## src/rtl/lcdc_defines.svh

```systemverilog
`ifndef LCDC_DEFINES_SVH
`define LCDC_DEFINES_SVH
// ----------------------------------------------------------------------------
// Register map and field positions.
// ----------------------------------------------------------------------------
`define LCDC_ADDR_DISP    12'h0_F08
`define LCDC_ADDR_PWR     12'h0_F09
`define LCDC_IDX_DISP     24'h00_FF08
`define LCDC_IDX_PWR      24'h00_FF09
`define LCDC_DISP_RST     8'h34
`define LCDC_PWR_RST      8'h20
`define LCDC_F_MODE_LO    0
`define LCDC_F_INVERT     2
`define LCDC_F_AREA       3
`define LCDC_F_ROW_ORD    4
`define LCDC_F_COL_ORD    5
`define LCDC_F_TGL_EN     6
`define LCDC_F_LAT_EN     7
`define LCDC_F_SRC_LO     0
`define LCDC_F_BOOST      2
`define LCDC_F_DRV_GEN    3
`define LCDC_F_BIAS_GEN   4
`define LCDC_F_BIAS_RATIO 5
`define LCDC_F_DRV_ON     6
`define LCDC_PWR_WMASK    8'h7F
// ----------------------------------------------------------------------------
// Panel geometry and timing.
// ----------------------------------------------------------------------------
`define LCDC_ROWS         64
`define LCDC_COLS         128
`define LCDC_ROW_W        6
`define LCDC_COL_W        7
`define LCDC_SUB_OSC_HZ   32768
`define LCDC_SYS_HZ       10000000
`define LCDC_SUB_DIV      (`LCDC_SYS_HZ / `LCDC_SUB_OSC_HZ)
`endif

```

## src/rtl/lcdc_pkg.sv

```systemverilog
package lcdc_pkg;
  typedef enum logic [1:0] {
    LCDC_MODE_BLANK  = 2'h0,
    LCDC_MODE_NORMAL = 2'h1,
    LCDC_MODE_ALLOFF = 2'h2,
    LCDC_MODE_ALLON  = 2'h3
  } lcdc_mode_e;
  typedef enum logic [1:0] {
    LCDC_SRC_NONE   = 2'h0,
    LCDC_SRC_DIV1   = 2'h1,
    LCDC_SRC_DIV2   = 2'h2,
    LCDC_SRC_TIMER5 = 2'h3
  } lcdc_src_e;
endpackage

```

## src/rtl/lcdc_top.sv

```systemverilog
// Register access over AXI4-Lite was left to the implementer.
`timescale 1ns/1ns
`include "lcdc_defines.svh"
module lcdc_top (
  input  wire logic                    sys_clk,
  input  wire logic                    rst,
  input  wire logic [11:0]             s_axi_awaddr,
  input  wire logic                    s_axi_awvalid,
  output logic                         s_axi_awready,
  input  wire logic [31:0]             s_axi_wdata,
  input  wire logic [3:0]              s_axi_wstrb,
  input  wire logic                    s_axi_wvalid,
  output logic                         s_axi_wready,
  output logic [1:0]                   s_axi_bresp,
  output logic                         s_axi_bvalid,
  input  wire logic                    s_axi_bready,
  input  wire logic [11:0]             s_axi_araddr,
  input  wire logic                    s_axi_arvalid,
  output logic                         s_axi_arready,
  output logic [31:0]                  s_axi_rdata,
  output logic [1:0]                   s_axi_rresp,
  output logic                         s_axi_rvalid,
  input  wire logic                    s_axi_rready,
  input  wire logic                    sub_osc_tick,
  input  wire logic                    timer5_underflow,
  output logic                         ram_area_select,
  output logic [`LCDC_ROW_W-1:0]       ram_row_addr,
  input  wire logic [`LCDC_COLS-1:0]   ram_row_data,
  output logic [`LCDC_ROWS-1:0]        row_drive_outputs,
  output logic [`LCDC_COLS-1:0]        column_drive_outputs,
  output logic                         row_drive_active,
  output logic                         polarity_toggle_signal,
  output logic                         latch_pulse_signal,
  output logic                         booster_clock,
  output logic                         bias_ratio_select,
  output logic                         bias_levels_gen_on,
  output logic                         drive_level_gen_on,
  output logic                         booster_on,
  input  wire logic                    gpio_toggle_out,
  input  wire logic                    gpio_toggle_oe_n,
  input  wire logic                    gpio_latch_out,
  input  wire logic                    gpio_latch_oe_n,
  output logic                         toggle_shared_pin_o,
  output logic                         toggle_shared_pin_oe_n,
  output logic                         latch_shared_pin_o,
  output logic                         latch_shared_pin_oe_n
);

  // --------------------------------------------------------------------------
  // Register bus.
  // --------------------------------------------------------------------------
  logic [7:0]  disp_q;
  logic [7:0]  pwr_q;
  logic [11:0] awaddr_q;
  logic [31:0] wdata_q;
  logic [3:0]  wstrb_q;
  logic        aw_have_q;
  logic        w_have_q;

  function automatic logic [1:0] lcdc_decode(input logic [11:0] a);
    if ({a[11:2], 2'b00} == 12'(`LCDC_ADDR_DISP * 4)) begin
      lcdc_decode = 2'd1;
    end else if ({a[11:2], 2'b00} == 12'(`LCDC_ADDR_PWR * 4)) begin
      lcdc_decode = 2'd2;
    end else begin
      lcdc_decode = 2'd0;
    end
  endfunction

  assign s_axi_awready = !aw_have_q && !s_axi_bvalid;
  assign s_axi_wready  = !w_have_q && !s_axi_bvalid;
  assign s_axi_arready = !s_axi_rvalid;

  always_ff @(posedge sys_clk or posedge rst) begin
    if (rst) begin
      aw_have_q <= 1'b0;
      w_have_q  <= 1'b0;
      awaddr_q  <= 12'h0_000;
      wdata_q   <= 32'h0000_0000;
      wstrb_q   <= 4'h0;
    end else if (aw_have_q && w_have_q) begin
      aw_have_q <= 1'b0;
      w_have_q  <= 1'b0;
    end else begin
      if (s_axi_awvalid && s_axi_awready) begin
        aw_have_q <= 1'b1;
        awaddr_q  <= s_axi_awaddr;
      end
      if (s_axi_wvalid && s_axi_wready) begin
        w_have_q <= 1'b1;
        wdata_q  <= s_axi_wdata;
        wstrb_q  <= s_axi_wstrb;
      end
    end
  end

  logic do_write;
  assign do_write = aw_have_q && w_have_q;

  always_ff @(posedge sys_clk or posedge rst) begin
    if (rst) begin
      s_axi_bvalid <= 1'b0;
      s_axi_bresp  <= 2'h0;
    end else if (do_write) begin
      s_axi_bvalid <= 1'b1;
      s_axi_bresp  <= (lcdc_decode(awaddr_q) == 2'd0) ? 2'h3 : 2'h0;
    end else if (s_axi_bready) begin
      s_axi_bvalid <= 1'b0;
    end
  end

  // Writes touch only the control registers; display RAM is never written
  // here, so mode and inversion changes cannot alter stored pixels.
  always_ff @(posedge sys_clk or posedge rst) begin
    if (rst) begin
      disp_q <= `LCDC_DISP_RST;
      pwr_q  <= `LCDC_PWR_RST;
    end else if (do_write && wstrb_q[0]) begin
      if (lcdc_decode(awaddr_q) == 2'd1) begin
        disp_q <= wdata_q[7:0];
      end
      if (lcdc_decode(awaddr_q) == 2'd2) begin
        pwr_q <= wdata_q[7:0] & `LCDC_PWR_WMASK;
      end
    end
  end

  always_ff @(posedge sys_clk or posedge rst) begin
    if (rst) begin
      s_axi_rvalid <= 1'b0;
      s_axi_rdata  <= 32'h0000_0000;
      s_axi_rresp  <= 2'h0;
    end else if (s_axi_arvalid && s_axi_arready) begin
      s_axi_rvalid <= 1'b1;
      unique case (lcdc_decode(s_axi_araddr))
        2'd1: begin
          s_axi_rdata <= {24'h00_0000, disp_q};
          s_axi_rresp <= 2'h0;
        end
        2'd2: begin
          s_axi_rdata <= {24'h00_0000, pwr_q};
          s_axi_rresp <= 2'h0;
        end
        default: begin
          s_axi_rdata <= 32'h0000_0000;
          s_axi_rresp <= 2'h3;
        end
      endcase
    end else if (s_axi_rready) begin
      s_axi_rvalid <= 1'b0;
    end
  end

  // --------------------------------------------------------------------------
  // Field decode.
  // --------------------------------------------------------------------------
  lcdc_pkg::lcdc_mode_e mode;
  lcdc_pkg::lcdc_src_e  src;
  logic                 invert_n;
  logic                 row_ord;
  logic                 col_ord;
  logic                 drv_on;

  assign mode     = lcdc_pkg::lcdc_mode_e'(disp_q[`LCDC_F_MODE_LO +: 2]);
  assign invert_n = disp_q[`LCDC_F_INVERT];
  assign row_ord  = disp_q[`LCDC_F_ROW_ORD];
  assign col_ord  = disp_q[`LCDC_F_COL_ORD];
  assign src      = lcdc_pkg::lcdc_src_e'(pwr_q[`LCDC_F_SRC_LO +: 2]);
  assign drv_on   = pwr_q[`LCDC_F_DRV_ON];
  assign ram_area_select    = disp_q[`LCDC_F_AREA];
  assign bias_ratio_select  = pwr_q[`LCDC_F_BIAS_RATIO];
  assign bias_levels_gen_on = pwr_q[`LCDC_F_BIAS_GEN];
  assign drive_level_gen_on = pwr_q[`LCDC_F_DRV_GEN];
  assign booster_on         = pwr_q[`LCDC_F_BOOST];

  // --------------------------------------------------------------------------
  // Timing generator.
  // --------------------------------------------------------------------------
  // Both tick inputs come from other clock domains, so each is synchronised
  // and edge-detected after the second stage.
  logic [2:0] osc_sync_q;
  logic [2:0] tmr_sync_q;
  logic       osc_half_q;

  always_ff @(posedge sys_clk or posedge rst) begin
    if (rst) begin
      osc_sync_q <= 3'h0;
      tmr_sync_q <= 3'h0;
    end else begin
      osc_sync_q <= {osc_sync_q[1:0], sub_osc_tick};
      tmr_sync_q <= {tmr_sync_q[1:0], timer5_underflow};
    end
  end

  logic osc_edge;
  logic tmr_edge;
  logic src_tick;
  assign osc_edge = osc_sync_q[1] && !osc_sync_q[2];
  assign tmr_edge = tmr_sync_q[1] && !tmr_sync_q[2];

  always_ff @(posedge sys_clk or posedge rst) begin
    if (rst) begin
      osc_half_q <= 1'b0;
    end else if (osc_edge) begin
      osc_half_q <= !osc_half_q;
    end
  end

  always_comb begin
    unique case (src)
      lcdc_pkg::LCDC_SRC_NONE:   src_tick = 1'b0;
      lcdc_pkg::LCDC_SRC_DIV1:   src_tick = osc_edge;
      lcdc_pkg::LCDC_SRC_DIV2:   src_tick = osc_edge && osc_half_q;
      lcdc_pkg::LCDC_SRC_TIMER5: src_tick = tmr_edge;
    endcase
  end

  logic [`LCDC_ROW_W-1:0] scan_q;
  logic                   fr_q;
  logic                   cl_q;

  always_ff @(posedge sys_clk or posedge rst) begin
    if (rst) begin
      scan_q <= '0;
      fr_q   <= 1'b0;
      cl_q   <= 1'b0;
    end else if (src == lcdc_pkg::LCDC_SRC_NONE) begin
      scan_q <= '0;
      fr_q   <= 1'b0;
      cl_q   <= 1'b0;
    end else begin
      cl_q <= src_tick;
      if (src_tick) begin
        scan_q <= scan_q + 1'b1;
        if (scan_q == `LCDC_ROW_W'(`LCDC_ROWS - 1)) begin
          fr_q <= !fr_q;
        end
      end
    end
  end

  assign latch_pulse_signal     = cl_q;
  assign polarity_toggle_signal = fr_q;
  assign booster_clock          = cl_q;
  assign ram_row_addr = row_ord ? scan_q : ~scan_q;

  // --------------------------------------------------------------------------
  // Output drive.
  // --------------------------------------------------------------------------
  // Row and column outputs encode ON (1) versus OFF (0) selection; the analog
  // stage turns these into bias levels using the polarity toggle signal.
  logic active;
  assign active = drv_on && src != lcdc_pkg::LCDC_SRC_NONE
                  && mode != lcdc_pkg::LCDC_MODE_BLANK;

  always_ff @(posedge sys_clk or posedge rst) begin
    if (rst) begin
      row_drive_outputs    <= '0;
      column_drive_outputs <= '0;
      row_drive_active     <= 1'b0;
    end else if (!active) begin
      row_drive_outputs    <= '0;
      column_drive_outputs <= '0;
      row_drive_active     <= 1'b0;
    end else begin
      row_drive_active <= 1'b1;
      for (int i = 0; i < `LCDC_ROWS; i++) begin
        row_drive_outputs[i] <= (mode != lcdc_pkg::LCDC_MODE_ALLOFF)
                                && (scan_q == `LCDC_ROW_W'(i));
      end
      for (int j = 0; j < `LCDC_COLS; j++) begin
        unique case (mode)
          lcdc_pkg::LCDC_MODE_ALLON:
            column_drive_outputs[j] <= 1'b1;
          lcdc_pkg::LCDC_MODE_ALLOFF:
            column_drive_outputs[j] <= 1'b0;
          default:
            column_drive_outputs[j] <=
              ram_row_data[col_ord ? j : `LCDC_COLS - 1 - j] ^ !invert_n;
        endcase
      end
    end
  end

  // --------------------------------------------------------------------------
  // Shared pins.
  // --------------------------------------------------------------------------
  // The pin mux is combinational, so a change of source while a pin is
  // enabled can glitch; software is expected to avoid that.
  assign toggle_shared_pin_o    = disp_q[`LCDC_F_TGL_EN]
                                  ? fr_q : gpio_toggle_out;
  assign toggle_shared_pin_oe_n = disp_q[`LCDC_F_TGL_EN]
                                  ? 1'b0 : gpio_toggle_oe_n;
  assign latch_shared_pin_o     = disp_q[`LCDC_F_LAT_EN]
                                  ? cl_q : gpio_latch_out;
  assign latch_shared_pin_oe_n  = disp_q[`LCDC_F_LAT_EN]
                                  ? 1'b0 : gpio_latch_oe_n;

  // --------------------------------------------------------------------------
  // Checks.
  // --------------------------------------------------------------------------
  chk_blank_ground: assert property (@(posedge sys_clk) disable iff (rst)
    $past(mode) == lcdc_pkg::LCDC_MODE_BLANK |-> column_drive_outputs == '0)
    else $error("blank mode left a column driven");
  chk_src_off_ground: assert property (@(posedge sys_clk) disable iff (rst)
    $past(src) == lcdc_pkg::LCDC_SRC_NONE |-> row_drive_outputs == '0
    && !cl_q && !fr_q)
    else $error("source off but outputs active");
  chk_allon_cols: assert property (@(posedge sys_clk) disable iff (rst)
    $past(active) && $past(mode) == lcdc_pkg::LCDC_MODE_ALLON
    |-> &column_drive_outputs)
    else $error("all-on mode left a column dark");
  chk_alloff_all: assert property (@(posedge sys_clk) disable iff (rst)
    $past(mode) == lcdc_pkg::LCDC_MODE_ALLOFF
    |-> row_drive_outputs == '0 && column_drive_outputs == '0)
    else $error("all-off mode drove an output");
  chk_driver_off: assert property (@(posedge sys_clk) disable iff (rst)
    !$past(drv_on) |-> !row_drive_active)
    else $error("driver off but drive active");
  chk_latch_pin: assert property (@(posedge sys_clk) disable iff (rst)
    disp_q[`LCDC_F_LAT_EN] |-> !latch_shared_pin_oe_n
    && latch_shared_pin_o == latch_pulse_signal)
    else $error("latch pin not carrying latch pulse");
  chk_toggle_pin: assert property (@(posedge sys_clk) disable iff (rst)
    !disp_q[`LCDC_F_TGL_EN] |-> toggle_shared_pin_o == gpio_toggle_out)
    else $error("toggle pin not general purpose");
  chk_latch_tick: assert property (@(posedge sys_clk) disable iff (rst)
    src_tick |=> cl_q || $past(src) != src)
    else $error("source tick gave no latch pulse");
  chk_row_order: assert property (@(posedge sys_clk) disable iff (rst)
    ram_row_addr == (row_ord ? scan_q
                     : `LCDC_ROW_W'(`LCDC_ROWS - 1) - scan_q))
    else $error("row order reversal wrong");

endmodule // lcdc_top

```

## config.mk

```make
export PLATFORM = sky130hd
export DESIGN_NAME = lcdc_top
export DESIGN_NICKNAME = d
export VERILOG_FILES = /design/src/rtl/lcdc_pkg.sv /design/src/rtl/lcdc_top.sv
export VERILOG_INCLUDE_DIRS = /design/src /design/src/rtl
export SDC_FILE = /design/constraint.sdc
export NUM_CORES = 1
export LEC_CHECK = 0
export BUFFER_PORTS_ARGS = -buffer_cell sky130_fd_sc_hd__clkbuf_2
export CORE_ASPECT_RATIO = 1.75
export CORE_MARGIN = 2
export CORE_UTILIZATION = 25
export CTS_CLUSTER_DIAMETER = 40
export CTS_CLUSTER_SIZE = 30
export DETAILED_ROUTE_END_ITERATION = 10
export GPL_ROUTABILITY_DRIVEN = 0
export MAX_ROUTING_LAYER = met4
export PLACE_DENSITY = 0.46
export SYNTH_ARGS = -nofsm -noshare
export SYNTH_HDL_FRONTEND = slang
export SYNTH_SLANG_ARGS = --single-unit
```

## constraint.sdc

```tcl
create_clock -name sys_clk -period 13.6 [get_ports sys_clk]
set_clock_uncertainty 0.2 [all_clocks]
set_input_delay 3.4 -clock sys_clk [delete_from_list [all_inputs] [get_ports sys_clk]]
set_output_delay 3.4 -clock sys_clk [all_outputs]
set_load 0.05 [all_outputs]
```

==> results of run 1 <==
-- power by group --
part	switching [W]	total (W)	internal, W
Clock	0.000405	0.00101	0.000604
Sequential	0.0000298	0.000830	0.000800
Combinational	0.000137	0.000230	0.0000934
-- layer usage --
| layer | vias to the layer above | GRT usage | wire length, µm |
|---|---|---|---|
| met3 | 69 | 0.0488 | 3050 |
| met1 | 4309 | 0.154 | 13000 |
| met4 | 0 | 0.0575 | 1330 |
| li1 | 4220 | - | - |
| met2 | 353 | 0.266 | 18400 |
| met5 | - | - | 0 |
-- worst max-delay path, stage by stage --
cell      delay (ns)
clkbuf_2        0.08
mux2_2          0.25
clkbuf_2        0.23
-- state kept, by name, summed over array words and instances, names as in the netlist, 3 cells and up --
name	cells
s_axi_rdata	8
scan_q	6
column_drive_outputs	128
row_drive_outputs	64
pwr_q	7
awaddr_q	10
tmr_sync_q	3
osc_sync_q	3
wdata_q	8
disp_q	8
-- Yosys cell counts (all sizes together) --
cell type    n  area share
a2111o       3      0.0029
a211oi       1     0.00064
a21boi       1     0.00064
a21o         2      0.0013
a21oi        8      0.0034
and2         3      0.0016
buf         44       0.024
clkbuf      59       0.019
conb         1     0.00032
dfrtp      252        0.54
dfstp        4      0.0089
ha           4      0.0043
inv          8      0.0026
mux2        36       0.035
mux2i      137        0.12
nand2       33       0.011
nand2b       7      0.0037
nand3        4      0.0021
nand3b       1     0.00096
nand4        1     0.00053
nand4b       2      0.0015
nor2       327        0.10
nor2b        4      0.0021
nor3         2     0.00085
nor3b        2      0.0013
nor4         1      0.0018
nor4b        1     0.00075
o211a        1     0.00085
o211ai       1     0.00064
o21ai       15      0.0064
o21bai       1     0.00064
or2          2      0.0011
or3          1     0.00053
or4b         1      0.0012
xnor2        7      0.0052
xor2       128       0.095
-- cell families after synthesis --
kind of cell,Yosys count
and+or+nand+nor,392
DFF,256
muxes,173
xor gates and xnor gates,135
buffers and inverters,111
AOI/OAI and AO/OA,33
adders and majority gates,4
other,1
-- metrics by stage --
stage	util	hold slack (ns)	cell area (µm²)	std cells	total power, W
2_1_floorplan	-	0.131	11800	1128	0.00101
3_3_place_gp	0.303	0.141	14100	2020	0.00107
3_5_place_dp	0.303	0.144	14100	2020	0.00108
4_1_cts	0.332	0.157	15500	2090	0.00212
6_report	0.332	0.154	15500	2093	0.00207
5_1_grt	0.332	0.162	15500	2093	0.00217
-- worst paths after layout --
| check | endpoint | slack (ns) |
|---|---|---|
| worst max-delay path | toggle_shared_pin_o | 6.03 |
| worst min-delay path | osc_sync_q[1]$_DFF_PP0_ | 0.15 |
| worst max register to register | column_drive_outputs[100]$_DFF_PP0_ | 9.91 |
| worst min register to register | osc_sync_q[1]$_DFF_PP0_ | 0.15 |
| max in group asynchronous | column_drive_outputs[116]$_DFF_PP0_ | 9.09 |
| min in group asynchronous | column_drive_outputs[61]$_DFF_PP0_ | 2.77 |
-- final cells by class --
cell class	instances	area share
clock buffers	49	0.0702
flip-flops and latches	256	0.415
well taps	588	0.0476
repair buffers	407	0.133
diodes	3	0.000485
inverters	8	0.00243
multi-input cells	761	0.316
clock inverters	21	0.0149
==> flow_summary.toml, run 1 <==
[status]
status = "complete, no violations"

[clock_tree]
postCtsHoldBufs = 0
path_clk_slew_ns = 0.05
ctsResizeCount = 0
cts_tree = "built"
clockBufferDepth = 3
numCtsBuffers = 38
cts.sinks = 256
cts_htree_levels = 2
root_buffer = "clkbuf_16"
cts_setup_buffers = 0
clk_latency_ns = 0.53

[critical_path]
startpoint_type = "input port"
worstPathRequired_ns = 10.00
crit_path_end_kind = "primary output"
worstSetupPathType = "input port to primary output"
r2r_cells = 6
cp.arrival_ns = 3.97
worstPathMaxFanout = 1
r2r-start = "disp_q[5]$_DFFE_PP1P_"
startpoint = "gpio_toggle_out"

[routing]
drc = 0
drt_iter0_drc = 314
firstDrtPassIters = 6
wl_per_cell_um = 17.1
wl_mm = 35.8
ant_nets = 0
vias = 8951
viasPerCell = 4.28

[global_route]
antenna_found_initial = 3
grtUsageTotal = 0.151
grt_pass1_vias = 9484
grt_max_degree = 88
grt_pass1_wl_mm = 55.2
grt_overflow_total = 0

[pwr]
power_density_nw_per_um2 = 134
ir_worst_vdd_mv = 0.0823
leakage_nw = 8.04

[timing]
relSlewSlack = 0.325
final-hold-violation-count = 0
setup_violations = 0
tightest_slew_ns = 1.01
period_share = 0.556
finalCriticalPeriod_ns = 7.57
max_freq_mhz = 132
fin_tns_setup_ns = 0
fin_ws_ns = 6.03
drv_slew = 0
rsz0062_at_grt = "false"

[die]
io_pins = 453
num_rows = 105
dieArea_um2 = 48800
die_h_um = 291
start_util = 0.252
core_um2 = 46600
die_w_um = 168

[final_layout]
multi_input_area_um2 = 4890
drive_gt1_frac = 0.346
mostFrequentLayoutCell = "clkbuf_2"
seq_area_um2 = 6420
final_cell_mix = "397 x clkbuf_2, 327 x nor2_1, 251 x dfrtp_1"
fillCellCount = 4887
finalNetCount = 1677
area_delta_synth_final_pct = 31.7

[synth]
yosys_register_bits = 256
avgSynthCellArea_um2 = 10.6
yosysWarningCount = 0
synth_cells = 1105
synth_top_family_by_area = "multiplexers"
synthSimpleGateAreaFrac = 0.135
ys_types = 39
synth.mux.area_fraction = 0.151
synthAdderAreaFrac = 0.00426
synth_xor_area_frac = 0.101
ys_seq_area_frac = 0.546
synth_area_um2 = 11800
synth_compound_area_frac = 0.0174

[run]
maxCapViolCount = 0

[min_path]
holdPathStages = 0
hp-class = "flip-flop to flip-flop"
hp-start = "osc_sync_q[0]$_DFF_PP0_"

[place]
port-buffer-count = 397
hpwl_mm = 25.5
dp_slack_ns = 6.03
Note: power is estimated with default switching activity, not from simulation.
==> run 2: changes to the inputs <==
--- a/config.mk
+++ b/config.mk
@@ -6,6 +6,7 @@
 export SDC_FILE = /design/constraint.sdc
 export NUM_CORES = 1
 export LEC_CHECK = 0
+export ABC_AREA = 1
 export BUFFER_PORTS_ARGS = -buffer_cell sky130_fd_sc_hd__clkbuf_2
 export CORE_ASPECT_RATIO = 1.75
 export CORE_MARGIN = 2
@@ -15,7 +16,7 @@
 export DETAILED_ROUTE_END_ITERATION = 10
 export GPL_ROUTABILITY_DRIVEN = 0
 export MAX_ROUTING_LAYER = met4
-export PLACE_DENSITY = 0.46
+export PLACE_DENSITY = 0.45
 export SYNTH_ARGS = -nofsm -noshare
 export SYNTH_HDL_FRONTEND = slang
 export SYNTH_SLANG_ARGS = --single-unit
==> constraint.sdc (replaced) <==
create_clock -name sys_clk -period 7.13 [get_ports sys_clk]
set_clock_uncertainty 0.2 [all_clocks]
set_input_delay 1.7825 -clock sys_clk [delete_from_list [all_inputs] [get_ports sys_clk]]
set_output_delay 1.7825 -clock sys_clk [all_outputs]
set_load 0.05 [all_outputs]
==> run 2 against run 1 <==
  * Total power is 100% higher
  * Clock power is 110% higher
  * Critical endpoint is now latch_shared_pin_o
  * Non-clock buffer count stayed put
  * Sequential power rose by 90%
  * Largest cell class unchanged
  * Largest power group unchanged
  * Synthesized cell count grew 64%
  * Wire length grew 19%
  * Cell area grew 9.5%
  * Count of clock-buffer cells in the layout decreased by 3
  * Combinational power is 140% higher
==> flow_summary.toml, run 2 <==
[status]
status = "complete, no violations"

[synth]
synthAdderAreaFrac = 0.00381
ys_types = 28
async_flop_share = 1.00
synth_top_family_by_area = "simple AND/OR/NAND/NOR gates"
synthFlopType = "dfrtp_1"
synth_cells = 1816
ys_seq_area_frac = 0.488
avgSynthCellArea_um2 = 7.23
synthSimpleGateAreaFrac = 0.300
synth_compound_area_frac = 0.0731
synth_top_area_cell = "dfrtp_1"
yosys_register_bits = 256
yosysMostFrequentCell = "nand2_1"
synth_area_um2 = 13100
synth_top_area_frac = 0.480
synth.mux.area_fraction = 0.00857
synth_xor_area_frac = 0.00533
yosysWarningCount = 0
synth_common_cells = "602 x nand2_1, 365 x nor2_1, 252 x dfrtp_1, 236 x inv_1, 80 x o21ai_0"
synth-edff-count = 0
yosys-top-cells-area = "dfrtp_1 48%, nand2_1 17%, nor2_1 10%"

[timing]
final-hold-violation-count = 0
fin_tns_setup_ns = 0
tightest_slew_ns = 1.00
setup_violations = 0
rsz0062_at_grt = "false"
finalCriticalPeriod_ns = 4.33
fin_ws_ns = 2.80
period_share = 0.607
relSlewSlack = 0.332
drv_slew = 0
holdWs_ns = 0.145
max_freq_mhz = 231

[routing]
vias = 11910
drt_iter0_drc = 477
wl_mm = 42.7
firstDrtPassIters = 5
drc = 0
viasPerCell = 4.13
ant_nets = 0
wl_per_cell_um = 14.8

[clock_tree]
root_buffer = "clkbuf_16"
cts_setup_buffers = 0
clk_latency_ns = 0.56
clockBufferDepth = 3
cts_tree = "built"
postCtsHoldBufs = 0
path_clk_slew_ns = 0.05
ctsResizeCount = 0
cts_htree_levels = 2
numCtsBuffers = 42
cts.sinks = 256

[die]
start_util = 0.252
die_w_um = 177
io_pins = 453
core_um2 = 52200
dieArea_um2 = 54500
num_rows = 111
die_h_um = 307

[final_layout]
area_delta_synth_final_pct = 29.0
multi_input_area_um2 = 5220
seq_area_um2 = 6420
finalNonFillerCells = 2881
finalNetCount = 2371
reg.largest.list = "column_drive_outputs: 128 flops, row_drive_outputs: 64 flops, awaddr_q: 10 flops"
regMostFlops = "column_drive_outputs"
stdcell_area_um2 = 16900
largest_reg_flops = 128
final_cell_mix = "602 x nand2_1, 397 x clkbuf_2, 365 x nor2_1"
fillCellCount = 5727
drive_gt1_frac = 0.229
mostFrequentLayoutCell = "nand2_1"

[global_route]
grtUsageTotal = 0.160
grt_pass1_vias = 11711
grt_max_degree = 162
antenna_found_initial = 5
grt_overflow_total = 0
grt_pass1_wl_mm = 65.2

[critical_path]
crit_family = "buffers and inverters"
worstSetupPathType = "input port to primary output"
slowest_delay_ns = 0.25
worstPathRequired_ns = 5.15
cp_cell_sequence = "clkbuf_2 -> mux2_2 -> clkbuf_2"
crit_path_end_kind = "primary output"
crit_slowest_cell = "mux2_2"
crit_buf_inv = 2
r2r_cells = 6
worstPathMaxFanout = 1
startpoint_type = "input port"
cp.arrival_ns = 2.34
cpMostUsedCell = "clkbuf_2"
cp.depth = 3
r2r_slack_ns = 3.95

[place]
port-buffer-count = 397
placedCellCount = 2800
hpwl_mm = 31.1
dp_slack_ns = 2.81
placed_area_um2 = 15500

[pwr]
ir_worst_vdd_mv = 0.207
power_density_nw_per_um2 = 250
leakage_nw = 10.1

[run]
maxCapViolCount = 0

[min_path]
holdPathStages = 0
hp-class = "flip-flop to flip-flop"
==> run 2: changes by cell type in the layout (fill, tap and decap cells not counted), sizes merged, moves of 16 or more <==
cell	delta
inv	+222
mux2	-26
mux2i	-137
nand2	+569
nand3	+23
nand4	+16
nor2	+39
o21a	+64
o21ai	+65
xor2	-126
==> run 2: worst paths after layout <==
check	from	endpoint
worst max-delay path	gpio_latch_out	latch_shared_pin_o
worst min-delay path	osc_sync_q[0]$_DFF_PP0_	osc_sync_q[1]$_DFF_PP0_
worst max register to register	disp_q[1]$_DFFE_PP0P_	column_drive_outputs[63]$_DFF_PP0_
worst min register to register	osc_sync_q[0]$_DFF_PP0_	osc_sync_q[1]$_DFF_PP0_
max in group asynchronous	rst	disp_q[1]$_DFFE_PP0P_
min in group asynchronous	rst	column_drive_outputs[41]$_DFF_PP0_
==> run 2: metal layers <==
metal / up-vias / track usage / routed length (µm)
met5: - / - / 0
met1: 5380 / 0.169 / 16200
met2: 388 / 0.287 / 22300
li1: 6067 / - / -
met3: 75 / 0.0323 / 2700
met4: 0 / 0.0650 / 1480
==> run 2: final cells by class <==
class                   instances  share of cell area
flip-flops and latches        256               0.379
multi-input cells            1222               0.308
repair buffers                407               0.122
clock buffers                  46              0.0641
inverters                     237              0.0532
well taps                     678              0.0501
clock inverters                30              0.0228
diodes                          5            0.000738
==> run 2: per-stage QoR <==
stage / total power, W / utilization
6_report: 0.00424 / 0.325
5_1_grt: 0.00445 / 0.325
4_1_cts: 0.00432 / 0.324
3_5_place_dp: 0.00218 / 0.296
3_3_place_gp: 0.00217 / 0.296
2_1_floorplan: 0.00203 / -
==> run 2: logic make-up after synthesis <==
logic type,after synthesis
mux,10
simple gates,1017
compound gates,159
other cells,1
flops,256
buf+inv,361
xor+xnor,8
fa+ha+maj,4
==> run 2: where the power goes <==
| group | total, W | internal, W | switching, W |
|---|---|---|---|
| sequential | 0.00158 | 0.00153 | 0.0000585 |
| clock | 0.00210 | 0.00128 | 0.000820 |
| combinational | 0.000557 | 0.000183 | 0.000374 |
| total | 0.00424 | 0.00299 | 0.00125 |
==> run 3: changes to the inputs <==
==> constraint.sdc (replaced) <==
create_clock -name sys_clk -period 4.13 [get_ports sys_clk]
set_clock_uncertainty 0.2 [all_clocks]
set_input_delay 1.0325 -clock sys_clk [delete_from_list [all_inputs] [get_ports sys_clk]]
set_output_delay 1.0325 -clock sys_clk [all_outputs]
set_load 0.05 [all_outputs]
==> run 3 against run 2 <==
  * Flip-flop and latch count is the same
  * Combinational power grew 75%
  * Setup slack lost 1.6 ns
  * Critical path type is now flip-flop to primary output
  * Largest power group unchanged
  * Count of clock-buffer cells in the layout grew 3
  * Critical endpoint is now ram_row_addr[5]
  * Register-to-register slack lost 2.4 ns
  * Via count grew 0.49%
==> flow_summary.toml, run 3 (synthesis results as in run 2) <==
[timing]
drv_slew = 0
fin_tns_setup_ns = 0
finalCriticalPeriod_ns = 2.96
rsz0062_at_grt = "false"
setup_violations = 0
final-hold-violation-count = 0
tightest_slew_ns = 1.05
relSlewSlack = 0.302
period_share = 0.717
holdWs_ns = 0.146
fin_ws_ns = 1.17
max_freq_mhz = 338

[routing]
viasPerCell = 4.14
ant_nets = 0
firstDrtPassIters = 5
wl_per_cell_um = 14.7
wl_mm = 42.6
drc = 0
drt_iter0_drc = 456
vias = 11968

[critical_path]
crit_family = "flip-flops"
cp_cell_sequence = "xnor2_1 -> clkbuf_2"
startpoint_type = "flip-flop"
slowest_delay_ns = 0.68
worstPathRequired_ns = 2.90
crit_buf_inv = 1
worstSetupPathType = "flip-flop to primary output"
cp.arrival_ns = 1.73
crit_path_end_kind = "primary output"
crit_slowest_cell = "dfstp_2"
worstPathMaxFanout = 8

[clock_tree]
ctsResizeCount = 0
cts.sinks = 256
clockBufferDepth = 3
cts_htree_levels = 2
cts_setup_buffers = 0
numCtsBuffers = 43
root_buffer = "clkbuf_16"
postCtsHoldBufs = 0
cts_tree = "built"
clk_latency_ns = 0.54
path_clk_slew_ns = 0.05

[die]
die_h_um = 307
start_util = 0.252
io_pins = 453
core_um2 = 52200
dieArea_um2 = 54500
num_rows = 111
die_w_um = 177

[global_route]
grt_pass1_vias = 11689
grtUsageTotal = 0.159
grt_pass1_wl_mm = 65.1
antenna_found_initial = 4
grt_max_degree = 164
grt_overflow_total = 0

[final_layout]
fillCellCount = 5684
drive_gt1_frac = 0.233
area_delta_synth_final_pct = 31.6
mostFrequentLayoutCell = "nand2_1"
regMostFlops = "column_drive_outputs"
seq_area_um2 = 6420
multi_input_area_um2 = 5220
finalNetCount = 2381
reg.largest.list = "column_drive_outputs: 128 flops, row_drive_outputs: 64 flops, awaddr_q: 10 flops"
finalNonFillerCells = 2894
largest_reg_flops = 128
final_cell_mix = "602 x nand2_1, 397 x clkbuf_2, 365 x nor2_1"

[pwr]
power_frac_seq = 0.350
leakage_nw = 10.2
power_switching_w = 0.00223
p_sw_frac = 0.286
p_total_w = 0.00780
ir_worst_vdd_mv = 0.332
power_density_nw_per_um2 = 451
intPower_w = 0.00557
p_comb_frac = 0.125
p_clk_frac = 0.525

[min_path]
hp-class = "flip-flop to flip-flop"

[run]
maxCapViolCount = 0

[place]
placedCellCount = 2809
hpwl_mm = 31.4
port-buffer-count = 397
dp_slack_ns = 1.30

[status]
status = "complete, no violations"
[run 3: changes by cell type in the layout (fill, tap and decap cells not counted), sizes merged]
cell	delta
inv	+8
clkinvlp	-3
clkinv	-8
clkbuf	+3
bufinv	+4
buf	+9
[run 3: power groups by stage]
stage	combinational [W]	clock, W	sequential [W]
after global routing	0.00111	0.00433	0.00275
after CTS	0.000996	0.00423	0.00273
final	0.000977	0.00409	0.00273
after detailed placement	0.000993	0	0.00278
after floorplan	0.000742	0	0.00276
after global placement	0.000980	0	0.00277
[run 3: per-stage QoR]
stage,instance area [µm²],utilization
CTS,17300,0.331
global placement,15600,0.299
floorplan,13200,-
global route,17300,0.331
detailed placement,15600,0.299
finish,17300,0.331
[run 3: layout make-up]
cell class                 instances  area share
clock buffer                      49      0.0665
clock inverter                    31      0.0303
multi-input combinational       1222       0.302
inverter                         237      0.0521
timing repair buffer             416       0.128
tap                              678      0.0491
sequential                       256       0.371
antenna                            5    0.000724
[run 3: final timing paths]
check	from	endpoint	slack (ns)	cells past startpoint
worst min-delay path	tmr_sync_q[0]$_DFF_PP0_	tmr_sync_q[1]$_DFF_PP0_	0.15	0
worst max-delay path	disp_q[4]$_DFFE_PP1P_	ram_row_addr[5]	1.17	2
max in group asynchronous	rst	column_drive_outputs[48]$_DFF_PP0_	2.54	4
worst max register to register	disp_q[1]$_DFFE_PP0P_	column_drive_outputs[29]$_DFF_PP0_	1.56	5
worst min register to register	tmr_sync_q[0]$_DFF_PP0_	tmr_sync_q[1]$_DFF_PP0_	0.15	0
min in group asynchronous	rst	column_drive_outputs[77]$_DFF_PP0_	0.28	2
[run 3: routing by layer]
metal	wire [µm]	vias to the layer above	global-route usage
li1	-	6101	-
met1	16000	5449	0.161
met2	22700	359	0.294
met3	2790	59	0.0364
met4	1130	0	0.0557
met5	0	-	-
